===== src/logic/ppss_pkg.sv =====
// Purpose: Shared constants and types of the printer parallel port block
// Assumes: 125 MHz controller clock, classic Wishbone register access
// Notes:   All offsets are byte addresses of aligned 32-bit words
package ppss_pkg;

  // ==========================================================
  // Timing
  localparam int CLK_PERIOD_NS = 8;
  localparam int ACK_PULSE_NS = 5000;
  // Round down so the pulse never runs long
  localparam int ACK_CYCLES = ACK_PULSE_NS / CLK_PERIOD_NS;
  localparam int ACK_CNT_W = 10;

  // ==========================================================
  // In-band select codes
  localparam logic [7:0] CODE_SELECT = 8'h11;
  localparam logic [7:0] CODE_DESELECT = 8'h13;

  // ==========================================================
  // Register map
  localparam logic [3:0] OFS_CTRL = 4'h0;
  localparam logic [3:0] OFS_STATUS = 4'h4;
  localparam logic [3:0] OFS_IRQ_STAT = 4'h8;
  localparam logic [3:0] OFS_IRQ_MASK = 4'hC;

  localparam int CTRL_W = 3;
  localparam int CTRL_ONLINE_BIT = 0;
  localparam int CTRL_FEED_TIE_BIT = 1;
  localparam int CTRL_SELREQ_TIE_BIT = 2;
  // Off-line, feed free, select request tied low as shipped
  localparam logic [2:0] CTRL_RESET = 3'h4;

  localparam int ST_SELECTED_BIT = 0;
  localparam int ST_BUSY_BIT = 1;
  localparam int ST_ERROR_N_BIT = 2;
  localparam int ST_DESEL_BIT = 3;
  localparam int ST_FEED_BIT = 4;
  localparam int ST_PAPER_BIT = 5;
  localparam int ST_LAST_LSB = 8;

  localparam int IRQ_W = 4;
  localparam int IRQ_STORED_BIT = 0;
  localparam int IRQ_DISCARD_BIT = 1;
  localparam int IRQ_INIT_BIT = 2;
  localparam int IRQ_SELCHG_BIT = 3;
  localparam logic [3:0] IRQ_STAT_RESET = 4'h0;
  localparam logic [3:0] IRQ_MASK_RESET = 4'h0;

  // ==========================================================
  // Types
  typedef struct packed {
    logic cyc;
    logic stb;
    logic we;
    logic [3:0] adr;
    logic [3:0] sel;
    logic [31:0] dat;
  } ppss_wb_req_t;

  typedef struct packed {
    logic ack;
    logic [31:0] dat;
  } ppss_wb_rsp_t;

  typedef struct packed {
    logic strobe_n;
    logic [7:0] data;
    logic init_n;
    logic auto_line_feed_in;
    logic select_request_in;
  } ppss_host_in_t;

  typedef struct packed {
    logic acknowledge_pulse_n;
    logic busy;
    logic paper_out_flag;
    logic error_n;
    logic selected_status;
  } ppss_host_out_t;

  typedef enum logic [2:0] {
    HS_IDLE,
    HS_CAPTURE,
    HS_DECIDE,
    HS_ACK
  } ppss_hs_state_t;

endpackage


===== src/logic/ppss_pulse_timer.sv =====
// Purpose: One-shot cycle timer for the acknowledge pulse
// Assumes: start and clear are single-cycle or level, clear wins
// Notes:   done is high in the last counted cycle
`timescale 1ns/1ns
module ppss_pulse_timer #(
  parameter int CNT_W = ppss_pkg::ACK_CNT_W,
  parameter logic [CNT_W-1:0] COUNT = CNT_W'(ppss_pkg::ACK_CYCLES)
) (
  input wire logic mclk,
  input wire logic rst_n,
  input wire logic start,
  input wire logic clear,
  output logic running,
  output logic done
);

  // ==========================================================
  // Counter
  logic run_r;
  logic run_nxt;
  logic [CNT_W-1:0] cnt_r;
  logic [CNT_W-1:0] cnt_nxt;

  assign running = run_r;
  assign done = run_r && (cnt_r == '0);

  always_comb begin
    run_nxt = run_r;
    cnt_nxt = cnt_r;
    if (clear) begin
      run_nxt = 1'b0;
      cnt_nxt = '0;
    end else if (start) begin
      run_nxt = 1'b1;
      cnt_nxt = COUNT - CNT_W'(1);
    end else if (run_r) begin
      if (cnt_r == '0) begin
        run_nxt = 1'b0;
      end else begin
        cnt_nxt = cnt_r - CNT_W'(1);
      end
    end
  end

  always_ff @(posedge mclk or negedge rst_n) begin
    if (!rst_n) begin
      run_r <= 1'b0;
      cnt_r <= '0;
    end else begin
      run_r <= run_nxt;
      cnt_r <= cnt_nxt;
    end
  end

endmodule


===== src/logic/ppss_top.sv =====
// Purpose: Parallel host port receive side with select and status logic
// Assumes: Host pins are synchronous to mclk; paper and fault come
//          from the print engine; print_active_in high while printing
// Notes:   Registers over classic Wishbone, one ack per access
//
// Notes on behaviour
// - selected_status shows the selected state, high when selected
// - Low auto-feed input, or the tie bit, enables line feed per line
// - Low init resets handshake and select state and flushes buffer
// - error_n low when paper out, off-line or faulted
// - Data entry accepted with select request low; tie bit defaults on
// - Off-line: error low, busy high, selected low, no acknowledge
// - Deselected by DC3: acknowledge bytes but discard them
// - Deselected: DC1 reselects and storing resumes
// - Any error forces selected_status low
// - DC1/DC3 honoured only with select request high
// - Starts deselected after power-up
// - Byte latched while strobe is low, high line is a one
// - Busy high in entry, printing, off-line or error
// - paper_out_flag high while out of paper
//
// The implementer's own choices: the Wishbone slave port and the address map.
`timescale 1ns/1ns
module ppss_top (
  input wire logic mclk,
  input wire logic nrst,
  input wire ppss_pkg::ppss_wb_req_t wb_req,
  output ppss_pkg::ppss_wb_rsp_t wb_rsp,
  output logic irq,
  input wire ppss_pkg::ppss_host_in_t host_in,
  output ppss_pkg::ppss_host_out_t host_out,
  input wire logic paper_end_in,
  input wire logic fault_in,
  input wire logic print_active_in,
  output logic byte_valid,
  output logic [7:0] byte_data,
  output logic feed_enable,
  output logic buffer_flush
);

  // ==========================================================
  // Reset release
  logic rst_meta_r;
  logic rst_n;

  always_ff @(posedge mclk or negedge nrst) begin
    if (!nrst) begin
      rst_meta_r <= 1'b0;
      rst_n <= 1'b0;
    end else begin
      rst_meta_r <= 1'b1;
      rst_n <= rst_meta_r;
    end
  end

  // ==========================================================
  // Declarations
  ppss_pkg::ppss_hs_state_t hs_r;
  ppss_pkg::ppss_hs_state_t hs_nxt;
  logic [ppss_pkg::CTRL_W-1:0] ctrl_r;
  logic [ppss_pkg::CTRL_W-1:0] ctrl_nxt;
  logic [ppss_pkg::IRQ_W-1:0] istat_r;
  logic [ppss_pkg::IRQ_W-1:0] istat_nxt;
  logic [ppss_pkg::IRQ_W-1:0] imask_r;
  logic [ppss_pkg::IRQ_W-1:0] imask_nxt;
  logic [ppss_pkg::IRQ_W-1:0] events;
  ppss_pkg::ppss_wb_rsp_t rsp_r;
  ppss_pkg::ppss_wb_rsp_t rsp_nxt;
  ppss_pkg::ppss_host_out_t hout_r;
  ppss_pkg::ppss_host_out_t hout_nxt;
  logic [7:0] rx_r;
  logic [7:0] rx_nxt;
  logic [7:0] out_byte_r;
  logic [7:0] out_byte_nxt;
  logic out_valid_r;
  logic out_valid_nxt;
  logic dc_sel_r;
  logic dc_sel_nxt;
  logic pwron_r;
  logic pwron_nxt;
  logic init_prev_r;
  logic feed_r;
  logic feed_nxt;
  logic flush_r;
  logic flush_nxt;
  logic irq_r;
  logic online;
  logic err_any;
  logic sel_req_low;
  logic honour_codes;
  logic selected_now;
  logic accept_ok;
  logic code1;
  logic code3;
  logic init_act;
  logic tmr_start;
  logic tmr_done;
  logic wr_acc;
  logic [31:0] status_word;

  // ==========================================================
  // Select and error conditions
  assign online = ctrl_r[ppss_pkg::CTRL_ONLINE_BIT];
  assign err_any = !online || paper_end_in || fault_in;
  assign sel_req_low = ctrl_r[ppss_pkg::CTRL_SELREQ_TIE_BIT] ||
                       !host_in.select_request_in;
  assign honour_codes = !sel_req_low;
  // Power-up flag keeps the port deselected until the first byte
  assign selected_now = !err_any && !pwron_r &&
                        (sel_req_low || dc_sel_r);
  assign accept_ok = !err_any && !print_active_in;
  assign code1 = honour_codes && (rx_r == ppss_pkg::CODE_SELECT);
  assign code3 = honour_codes &&
                 (rx_r == ppss_pkg::CODE_DESELECT);
  assign init_act = !host_in.init_n;

  // ==========================================================
  // Handshake and selection
  always_comb begin
    hs_nxt = hs_r;
    rx_nxt = rx_r;
    dc_sel_nxt = dc_sel_r;
    pwron_nxt = pwron_r;
    out_valid_nxt = 1'b0;
    out_byte_nxt = out_byte_r;
    tmr_start = 1'b0;
    events = '0;
    if (sel_req_low && !pwron_r) begin
      dc_sel_nxt = 1'b1;
    end
    case (hs_r)
      ppss_pkg::HS_IDLE: begin
        if (accept_ok && !host_in.strobe_n) begin
          hs_nxt = ppss_pkg::HS_CAPTURE;
          rx_nxt = host_in.data;
        end
      end
      ppss_pkg::HS_CAPTURE: begin
        if (host_in.strobe_n) begin
          hs_nxt = ppss_pkg::HS_DECIDE;
        end else begin
          rx_nxt = host_in.data;
        end
      end
      ppss_pkg::HS_DECIDE: begin
        hs_nxt = ppss_pkg::HS_ACK;
        tmr_start = 1'b1;
        pwron_nxt = 1'b0;
        if (selected_now) begin
          if (code3) begin
            dc_sel_nxt = 1'b0;
          end else if (!code1) begin
            out_valid_nxt = 1'b1;
            out_byte_nxt = rx_r;
            events[ppss_pkg::IRQ_STORED_BIT] = 1'b1;
          end
        end else begin
          // Acknowledged but dropped while deselected: code select clear (DC3, init or reset), power-up or error
          events[ppss_pkg::IRQ_DISCARD_BIT] = 1'b1;
          if (code1) begin
            dc_sel_nxt = 1'b1;
          end
        end
      end
      ppss_pkg::HS_ACK: begin
        if (tmr_done) begin
          hs_nxt = ppss_pkg::HS_IDLE;
        end
      end
      default: hs_nxt = ppss_pkg::HS_IDLE;
    endcase
    if (!online) begin
      hs_nxt = ppss_pkg::HS_IDLE;
      tmr_start = 1'b0;
    end
    if (init_act) begin
      hs_nxt = ppss_pkg::HS_IDLE;
      dc_sel_nxt = 1'b0;
      out_valid_nxt = 1'b0;
      tmr_start = 1'b0;
    end
    events[ppss_pkg::IRQ_INIT_BIT] = init_act && init_prev_r;
    feed_nxt = !host_in.auto_line_feed_in ||
               ctrl_r[ppss_pkg::CTRL_FEED_TIE_BIT];
    flush_nxt = init_act;
    hout_nxt.selected_status = !err_any && !pwron_nxt &&
                               (sel_req_low || dc_sel_nxt);
    hout_nxt.error_n = !err_any;
    hout_nxt.paper_out_flag = paper_end_in;
    hout_nxt.busy = !accept_ok || init_act ||
                    (hs_nxt != ppss_pkg::HS_IDLE);
    hout_nxt.acknowledge_pulse_n = (hs_nxt != ppss_pkg::HS_ACK);
    events[ppss_pkg::IRQ_SELCHG_BIT] =
      hout_nxt.selected_status != hout_r.selected_status;
  end

  ppss_pulse_timer #(
    .CNT_W(ppss_pkg::ACK_CNT_W),
    .COUNT(ppss_pkg::ACK_CNT_W'(ppss_pkg::ACK_CYCLES))
  ) u_ack_timer (
    .mclk(mclk),
    .rst_n(rst_n),
    .start(tmr_start),
    .clear(init_act || !online),
    .running(),
    .done(tmr_done)
  );

  always_ff @(posedge mclk or negedge rst_n) begin
    if (!rst_n) begin
      hs_r <= ppss_pkg::HS_IDLE;
      rx_r <= 8'h00;
      dc_sel_r <= 1'b0;
      pwron_r <= 1'b1;
      out_valid_r <= 1'b0;
      out_byte_r <= 8'h00;
      init_prev_r <= 1'b1;
      feed_r <= 1'b0;
      flush_r <= 1'b0;
      hout_r <= '{1'b1, 1'b1, 1'b0, 1'b0, 1'b0};
    end else begin
      hs_r <= hs_nxt;
      rx_r <= rx_nxt;
      dc_sel_r <= dc_sel_nxt;
      pwron_r <= pwron_nxt;
      out_valid_r <= out_valid_nxt;
      out_byte_r <= out_byte_nxt;
      init_prev_r <= host_in.init_n;
      feed_r <= feed_nxt;
      flush_r <= flush_nxt;
      hout_r <= hout_nxt;
    end
  end

  // ==========================================================
  // Register slave
  assign wr_acc = wb_req.cyc && wb_req.stb && wb_req.we && !rsp_r.ack;
  assign status_word = {16'h0000, rx_r, 2'b00,
                        hout_r.paper_out_flag, feed_r,
                        !sel_req_low && !dc_sel_r,
                        hout_r.error_n, hout_r.busy,
                        hout_r.selected_status};

  always_comb begin
    ctrl_nxt = ctrl_r;
    imask_nxt = imask_r;
    // New events win over a write-one clear in the same cycle
    istat_nxt = istat_r;
    rsp_nxt.ack = wb_req.cyc && wb_req.stb && !rsp_r.ack;
    rsp_nxt.dat = 32'h0000_0000;
    if (wr_acc && wb_req.sel[0]) begin
      case (wb_req.adr)
        ppss_pkg::OFS_CTRL: ctrl_nxt = wb_req.dat[ppss_pkg::CTRL_W-1:0];
        ppss_pkg::OFS_IRQ_STAT:
          istat_nxt = istat_r & ~wb_req.dat[ppss_pkg::IRQ_W-1:0];
        ppss_pkg::OFS_IRQ_MASK:
          imask_nxt = wb_req.dat[ppss_pkg::IRQ_W-1:0];
        default: ctrl_nxt = ctrl_r;
      endcase
    end
    istat_nxt = istat_nxt | events;
    if (rsp_nxt.ack && !wb_req.we) begin
      case (wb_req.adr)
        ppss_pkg::OFS_CTRL: rsp_nxt.dat = 32'(ctrl_r);
        ppss_pkg::OFS_STATUS: rsp_nxt.dat = status_word;
        ppss_pkg::OFS_IRQ_STAT: rsp_nxt.dat = 32'(istat_r);
        ppss_pkg::OFS_IRQ_MASK: rsp_nxt.dat = 32'(imask_r);
        default: rsp_nxt.dat = 32'h0000_0000;
      endcase
    end
  end

  always_ff @(posedge mclk or negedge rst_n) begin
    if (!rst_n) begin
      ctrl_r <= ppss_pkg::CTRL_RESET;
      istat_r <= ppss_pkg::IRQ_STAT_RESET;
      imask_r <= ppss_pkg::IRQ_MASK_RESET;
      rsp_r <= '0;
      irq_r <= 1'b0;
    end else begin
      ctrl_r <= ctrl_nxt;
      istat_r <= istat_nxt;
      imask_r <= imask_nxt;
      rsp_r <= rsp_nxt;
      irq_r <= |(istat_nxt & imask_nxt);
    end
  end

  // ==========================================================
  // Outputs
  assign wb_rsp = rsp_r;
  assign irq = irq_r;
  assign host_out = hout_r;
  assign byte_valid = out_valid_r;
  assign byte_data = out_byte_r;
  assign feed_enable = feed_r;
  assign buffer_flush = flush_r;

  // ==========================================================
  // Checks
  localparam int ACK_LAST = ppss_pkg::ACK_CYCLES - 1;
  logic [ppss_pkg::ACK_CNT_W-1:0] ack_len_r;

  always_ff @(posedge mclk or negedge rst_n) begin
    if (!rst_n) begin
      ack_len_r <= '0;
    end else if (hout_r.acknowledge_pulse_n) begin
      ack_len_r <= '0;
    end else begin
      ack_len_r <= ack_len_r + ppss_pkg::ACK_CNT_W'(1);
    end
  end
endmodule

===== config.mk =====
export PLATFORM = sky130hd
export DESIGN_NAME = ppss_top
export DESIGN_NICKNAME = d
export VERILOG_FILES = /design/src/logic/ppss_pkg.sv /design/src/logic/ppss_pulse_timer.sv /design/src/logic/ppss_top.sv
export SDC_FILE = /design/constraint.sdc
export NUM_CORES = 1
export LEC_CHECK = 0
export BUFFER_PORTS_ARGS = -buffer_cell sky130_fd_sc_hd__buf_2
export CORE_MARGIN = 1
export CORE_UTILIZATION = 40
export DETAILED_ROUTE_END_ITERATION = 16
export GPL_TIMING_DRIVEN = 0
export PLACE_DENSITY = 0.76
export SLEW_MARGIN = 5
export SYNTH_ARGS = -nofsm -noshare
export SYNTH_HDL_FRONTEND = slang
export SYNTH_SLANG_ARGS = --single-unit

===== constraint.sdc =====
create_clock -name mclk -period 6.3 [get_ports mclk]
set_input_delay 0 -clock mclk [delete_from_list [all_inputs] [get_ports mclk]]
set_output_delay 0 -clock mclk [all_outputs]
set_load 0.02 [all_outputs]

# Word-level counts from Yosys, hierarchy flattened
# Cells that the tools add are included.
# totals
reg_bits	88
inputBits	60
output_inout_bits	50
word_cells	136
# op_classes
addsub	1
eq_ne	13
n_mux	40
bitwise_logic	6
n_reduce_logical	52
# ops
cell	count
16-bit case mux with 4 select lines	1
10-bit two-way mux	4
1-bit two-way mux	20
1-bit logical AND	18
8-bit by 5-bit equality test with 1-bit output (second input constant)	2
16-bit two-way mux	1
4-bit two-way mux	4
8-bit two-way mux	2
8-bit case mux with 2 select lines	1
3-bit two-way mux	5
1-bit logical NOT	14
3-bit case mux with 4 select lines	1
10-bit logical NOT	1
10-bit by 1-bit subtractor with 10-bit output (second input constant)	1
1-bit logical OR	9
4-bit AND	2
4-bit equality test (second input constant)	2
3-bit by 2-bit equality test with 1-bit output (second input constant)	2
3-bit by 2-bit != test with 1-bit output (second input constant)	2
3-bit nonzero test	2
4-bit by 3-bit equality test with 1-bit output (second input constant)	1
4-bit logical NOT	1
2-bit != test (second input constant)	2
4-bit inverter	1
11 further kinds	13

# Logic depth before layout (Yosys ltp)
# logic_depth
depth_word	15
ltp_mapped	8
mapped_depth_nobuf	8

# Modules after synthesis
# From an unflattened synthesis, not the netlist that was laid out.
# unflattened
cells_unflattened	272
area_unflattened_um2	3189.3
# by_module_without_submodules
mod	n_inst	cells_each	area_each_um2
ppss_top	1	199	2524.9
ppss_pulse_timer	1	73	664.4

# Worst setup path after synthesis
# Ideal clock, no wire load.
# synth_path
kind	register -> register
from	reg rx_r[6]
to	reg irq_r (netlist: irq)
arrival_time_ns	2.197
t_required_ns	6.174
setup_slack_ns	3.976
stages_incl_launch_ff	7
n_path_buf	0
path_cell_list	dfrtp_1 -> or4b_4 -> nor2_4 -> a31oi_1 -> o311a_1 -> or3b_1 -> a311o_1
# synth_rtl
element	line_no	rtl
start, declared	ppss_top.sv:71	logic [7:0] rx_r;
start signal, assigned	ppss_top.sv:223	rx_r <= rx_nxt;
end signal, assigned	ppss_top.sv:285	irq_r <= |(istat_nxt & imask_nxt);
end, declared	ppss_top.sv:86	logic irq_r;

==> metrics.md <==
| Metric | Value |
|---|---|
| FF/Latch Area | `1760 µm²` |
| R2R depth | `6` |
| H-tree Lvls | `3` |
| Fmax | `400 MHz` |
| Clk sink count | `70` |
| Critical path's slowest cell | `or4b_4` |
| Dpl hpwl | `4200 µm` |
| Crit Reg-Reg Endpoint | `irq` |
| Ys flop type | `dfrtp_1` |
| Total negative slack | `0 ns` |
| Mapped Area | `3050 µm²` |
| Die height | `89.3 µm` |
| Final period utilization | `39.7%` |
| # rows | `31` |
| Area leader, netlist | `dfrtp_1` |
| Worst R2R Setup Slack | `3.80 ns` |
| Nets | `421` |
| # setup viols final | `0` |
| Power Total | `0.994 mW` |
| Slew Viols, Final | `0` |
| Final ANT Viol Nets | `0` |
| Post-route clock skew | `0.0132 ns` |
| CP Launch Type | `flop` |
| Worst VDD drop | `0.000112 V` |
| Sequential power share | `48.3%` |
| Via count | `2158` |
| CP Cell Sequence | `or4b_4, nor2_4, a31oi_1, o311a_1, or3b_1, a311o_1` |
| Crit path capture type | `flop` |
| Ys async rst share | `100%` |
| Max-cap check violation count | `0` |
| DRT iter0 DRCs | `121` |
| Synth area leaders | `dfrtp_1 53%, mux2_2 8.1%, buf_4 4.7%, dfstp_2 4.3%, mux4_2 2.2%` |
| Pint | `0.767 mW` |
| CP max FO | `4` |
| Post-synth top area share | `53.3%` |
| PD cells | `249 nW/µm²` |
| Crit-path max cell delay | `0.59 ns` |
| Crit. Startpoint | `rx_r[6]` |
| Clock Latency Late Sink | `0.34 ns` |
| Status | `finished clean` |
| GR Overflow Total | `0` |
| TritonCTS clock tree | `yes` |
| DR WL/cell | `13.0 µm` |
| EDFF count, synth | `0` |
| Worst hold path type | `primary input to flop` |
| Core ar. | `7330 µm²` |
| CTS Buffer Depth | `2` |
| IO Port Bufs | `58` |
| Yosys cell types | `47` |
| R2R Path Start | `rx_r[6]` |
| Switching power | `0.226 mW` |
| WP data arrival | `2.72 ns` |
| Syn. warnings | `0` |
| Hold_sp | `wb_req[40]` |
| Initial antenna violation count | `0` |
| Vias in the first global route | `2093` |
| Initial Utilization | `41.6%` |
| Seq cells post-synth | `70` |
| Clock power frac | `44.0%` |
| Clock Pin Slew Worst Setup and Hold Paths | `0.08 ns` |
| Worst EP required | `6.52 ns` |
| Sequential-to-total area share from yosys stat | `57.6%` |
| RSZ-0062 raised after global routing | `false` |
| Root buf cell | `clkbuf_8` |
| Slew HR | `33.1%` |
| Mapped Avg Cell Area | `12.2 µm²` |
| Largest net degree at the start of global routing | `69` |
| Hold Fails Final Rpt | `0` |
| Pre-Repair DR Iteration Count | `4` |
| Switching share of power | `22.8%` |
| # diodes | `0` |
| Pleak | `1.99 nW` |
| DRC | `0` |
| Comb power frac | `7.8%` |
| Area of the multi-input gates | `1180 µm²` |
| Synthesis-to-layout area growth | `30.8%` |
| Post-CTS setup buffer count | `0` |
| RD Place Congestion | `0.881` |
| Post-Synthesis Cells | `251` |
| Share of cells above drive strength 1 | `37.1%` |
| Global-route wire length before repair | `9720 µm` |
| DIE AREA | `7980 µm²` |
| Routed Wire Length | `6010 µm` |
| Actual slew at the worst max-slew pin | `1.00 ns` |
| I/O pin count | `110` |
| CTS buffer count | `9` |
| Fill count | `603` |
| Critical path capture point | `irq` |
| Total global-route track usage | `16.4%` |
| Fin crit period | `2.50 ns` |
| Worst setup path class | `flop to flop` |
| Die X | `89.3 µm` |
| Vias per cell | `4.66` |
==> area by class of cell <==
class,instances,share of cell area (%)
clock inverter,7,3.04
sequential,70,44.1
tap,99,3.10
buffer,22,3.85
clock buffer,9,3.10
multi-input combinational,171,29.7
timing repair buffer,79,12.5
inverter,6,0.564
==> registers in the layout (all words and copies together), names as in the netlist <==
name                 count
byte_valid               1
rx_r                     8
host_out                 5
irq                      1
hs_r                     3
rst_n                    1
imask_r                  4
istat_r                  4
pwron_r                  1
feed_enable              1
dc_sel_r                 1
buffer_flush             1
byte_data                8
wb_rsp                  15
ctrl_r                   3
init_prev_r              1
u_ack_timer.cnt_r       10
rst_meta_r               1
u_ack_timer.running      1
==> kinds of logic (layout without fill, tap and decap cells) <==
group / after synthesis / after routing / share of synthesized area, %
AOI/OAI and AO/OA: 31 / 31 / 6.89
xor gates and xnor gates: 8 / 8 / 2.30
adders and majority gates: 2 / 2 / 0.820
buffers and inverters: 28 / 123 / 5.78
DFF: 70 / 70 / 57.6
muxes: 25 / 25 / 10.3
other: 2 / 20 / 0.246
and+or+nand+nor: 85 / 85 / 16.0
==> worst min-delay path by stage <==
stage / to / slack (ns) / cells after the start
5_1_grt: wb_rsp[3] / 0.06 / 3
2_1_floorplan: rst_meta_r / -0.30 / 0
6_report: wb_rsp[0] / 0.04 / 3
3_5_place_dp: rst_meta_r / -0.21 / 1
3_3_place_gp: rst_meta_r / -0.21 / 1
4_1_cts: wb_rsp[0] / 0.02 / 3
==> per-stage QoR <==
step	cells	area, µm²	hold WS, ns	util (%)	setup slack, ns
after floorplan	269	3120	-0.296	-	3.98
after global routing	463	3990	0.0636	54.5	3.73
after CTS	463	3990	0.0178	54.5	3.80
final	463	3990	0.0357	54.5	3.80
after detailed placement	426	3540	-0.213	48.3	3.81
after global placement	426	3530	-0.213	48.2	3.53
==> cell usage after synthesis, drive strengths merged (2+ instances only) <==
library cell	count
nor3	10
and2	12
nand2	17
inv	6
nand2b	2
xnor2	7
o21ai	6
clkbuf	3
dfrtp	65
a31oi	3
a21oi	9
buf	19
nor3b	3
nor2	13
mux2	22
or3b	4
ha	2
mux4	3
or3	6
nand3	4
dfstp	5
conb	2
o311a	2
nor2b	6
a22o	3
nor4	2
==> routing by layer <==
metal  share of wire (%)  routed length (µm)  GRT usage, %
met5                   0                   0             0
met4                0.88                  53          5.48
met3                 4.4                 262          4.62
met2                  51                3040          27.3
met1                  44                2650          20.6
==> power groups by stage <==
stage | Combinational, mW | Clock, mW | Sequential, mW
after floorplan | 0.0448 | 0 | 0.487
after CTS | 0.0769 | 0.447 | 0.480
after global placement | 0.0652 | 0 | 0.488
after global routing | 0.0855 | 0.466 | 0.483
after detailed placement | 0.0668 | 0 | 0.489
final | 0.0774 | 0.437 | 0.479
==> cell usage in the layout, fill, tap and decap left out, types with 2 or more instances in the layout <==
master	count
a21oi_1	9
a22o_1	2
a31oi_1	3
and2_1	10
and2_2	2
buf_2	58
buf_4	19
bufinv_16	3
clkbuf_1	3
clkbuf_8	9
clkinv_4	2
conb_1	20
dfrtp_1	64
dfstp_2	5
dlygate4sd3_1	21
ha_1	2
inv_1	6
mux2_2	22
mux4_2	3
nand2_1	17
nand2b_1	2
nand3_1	4
nor2_1	12
nor2b_1	6
nor3_1	10
nor3b_1	2
nor4_1	2
o21ai_0	4
o21ai_1	2
o311a_1	2
or3_1	6
or3b_1	2
or3b_2	2
xnor2_1	7
==> critical path: cells and delay by family, from the launching register on <==
family	cells	cell delay (ns)
AO/OA/AOI/OAI	3	0.87
flip-flops	1	0.41
AND/OR/NAND/NOR	3	1.12
==> timing repair <==
| item | in CTS | in global routing |
|---|---|---|
| hold buffers | 21 | 0 |
| hold endpoints to repair | 29 | 0 |
| resized for setup | 0 | 0 |
Note: power is estimated with default switching activity, not from simulation.
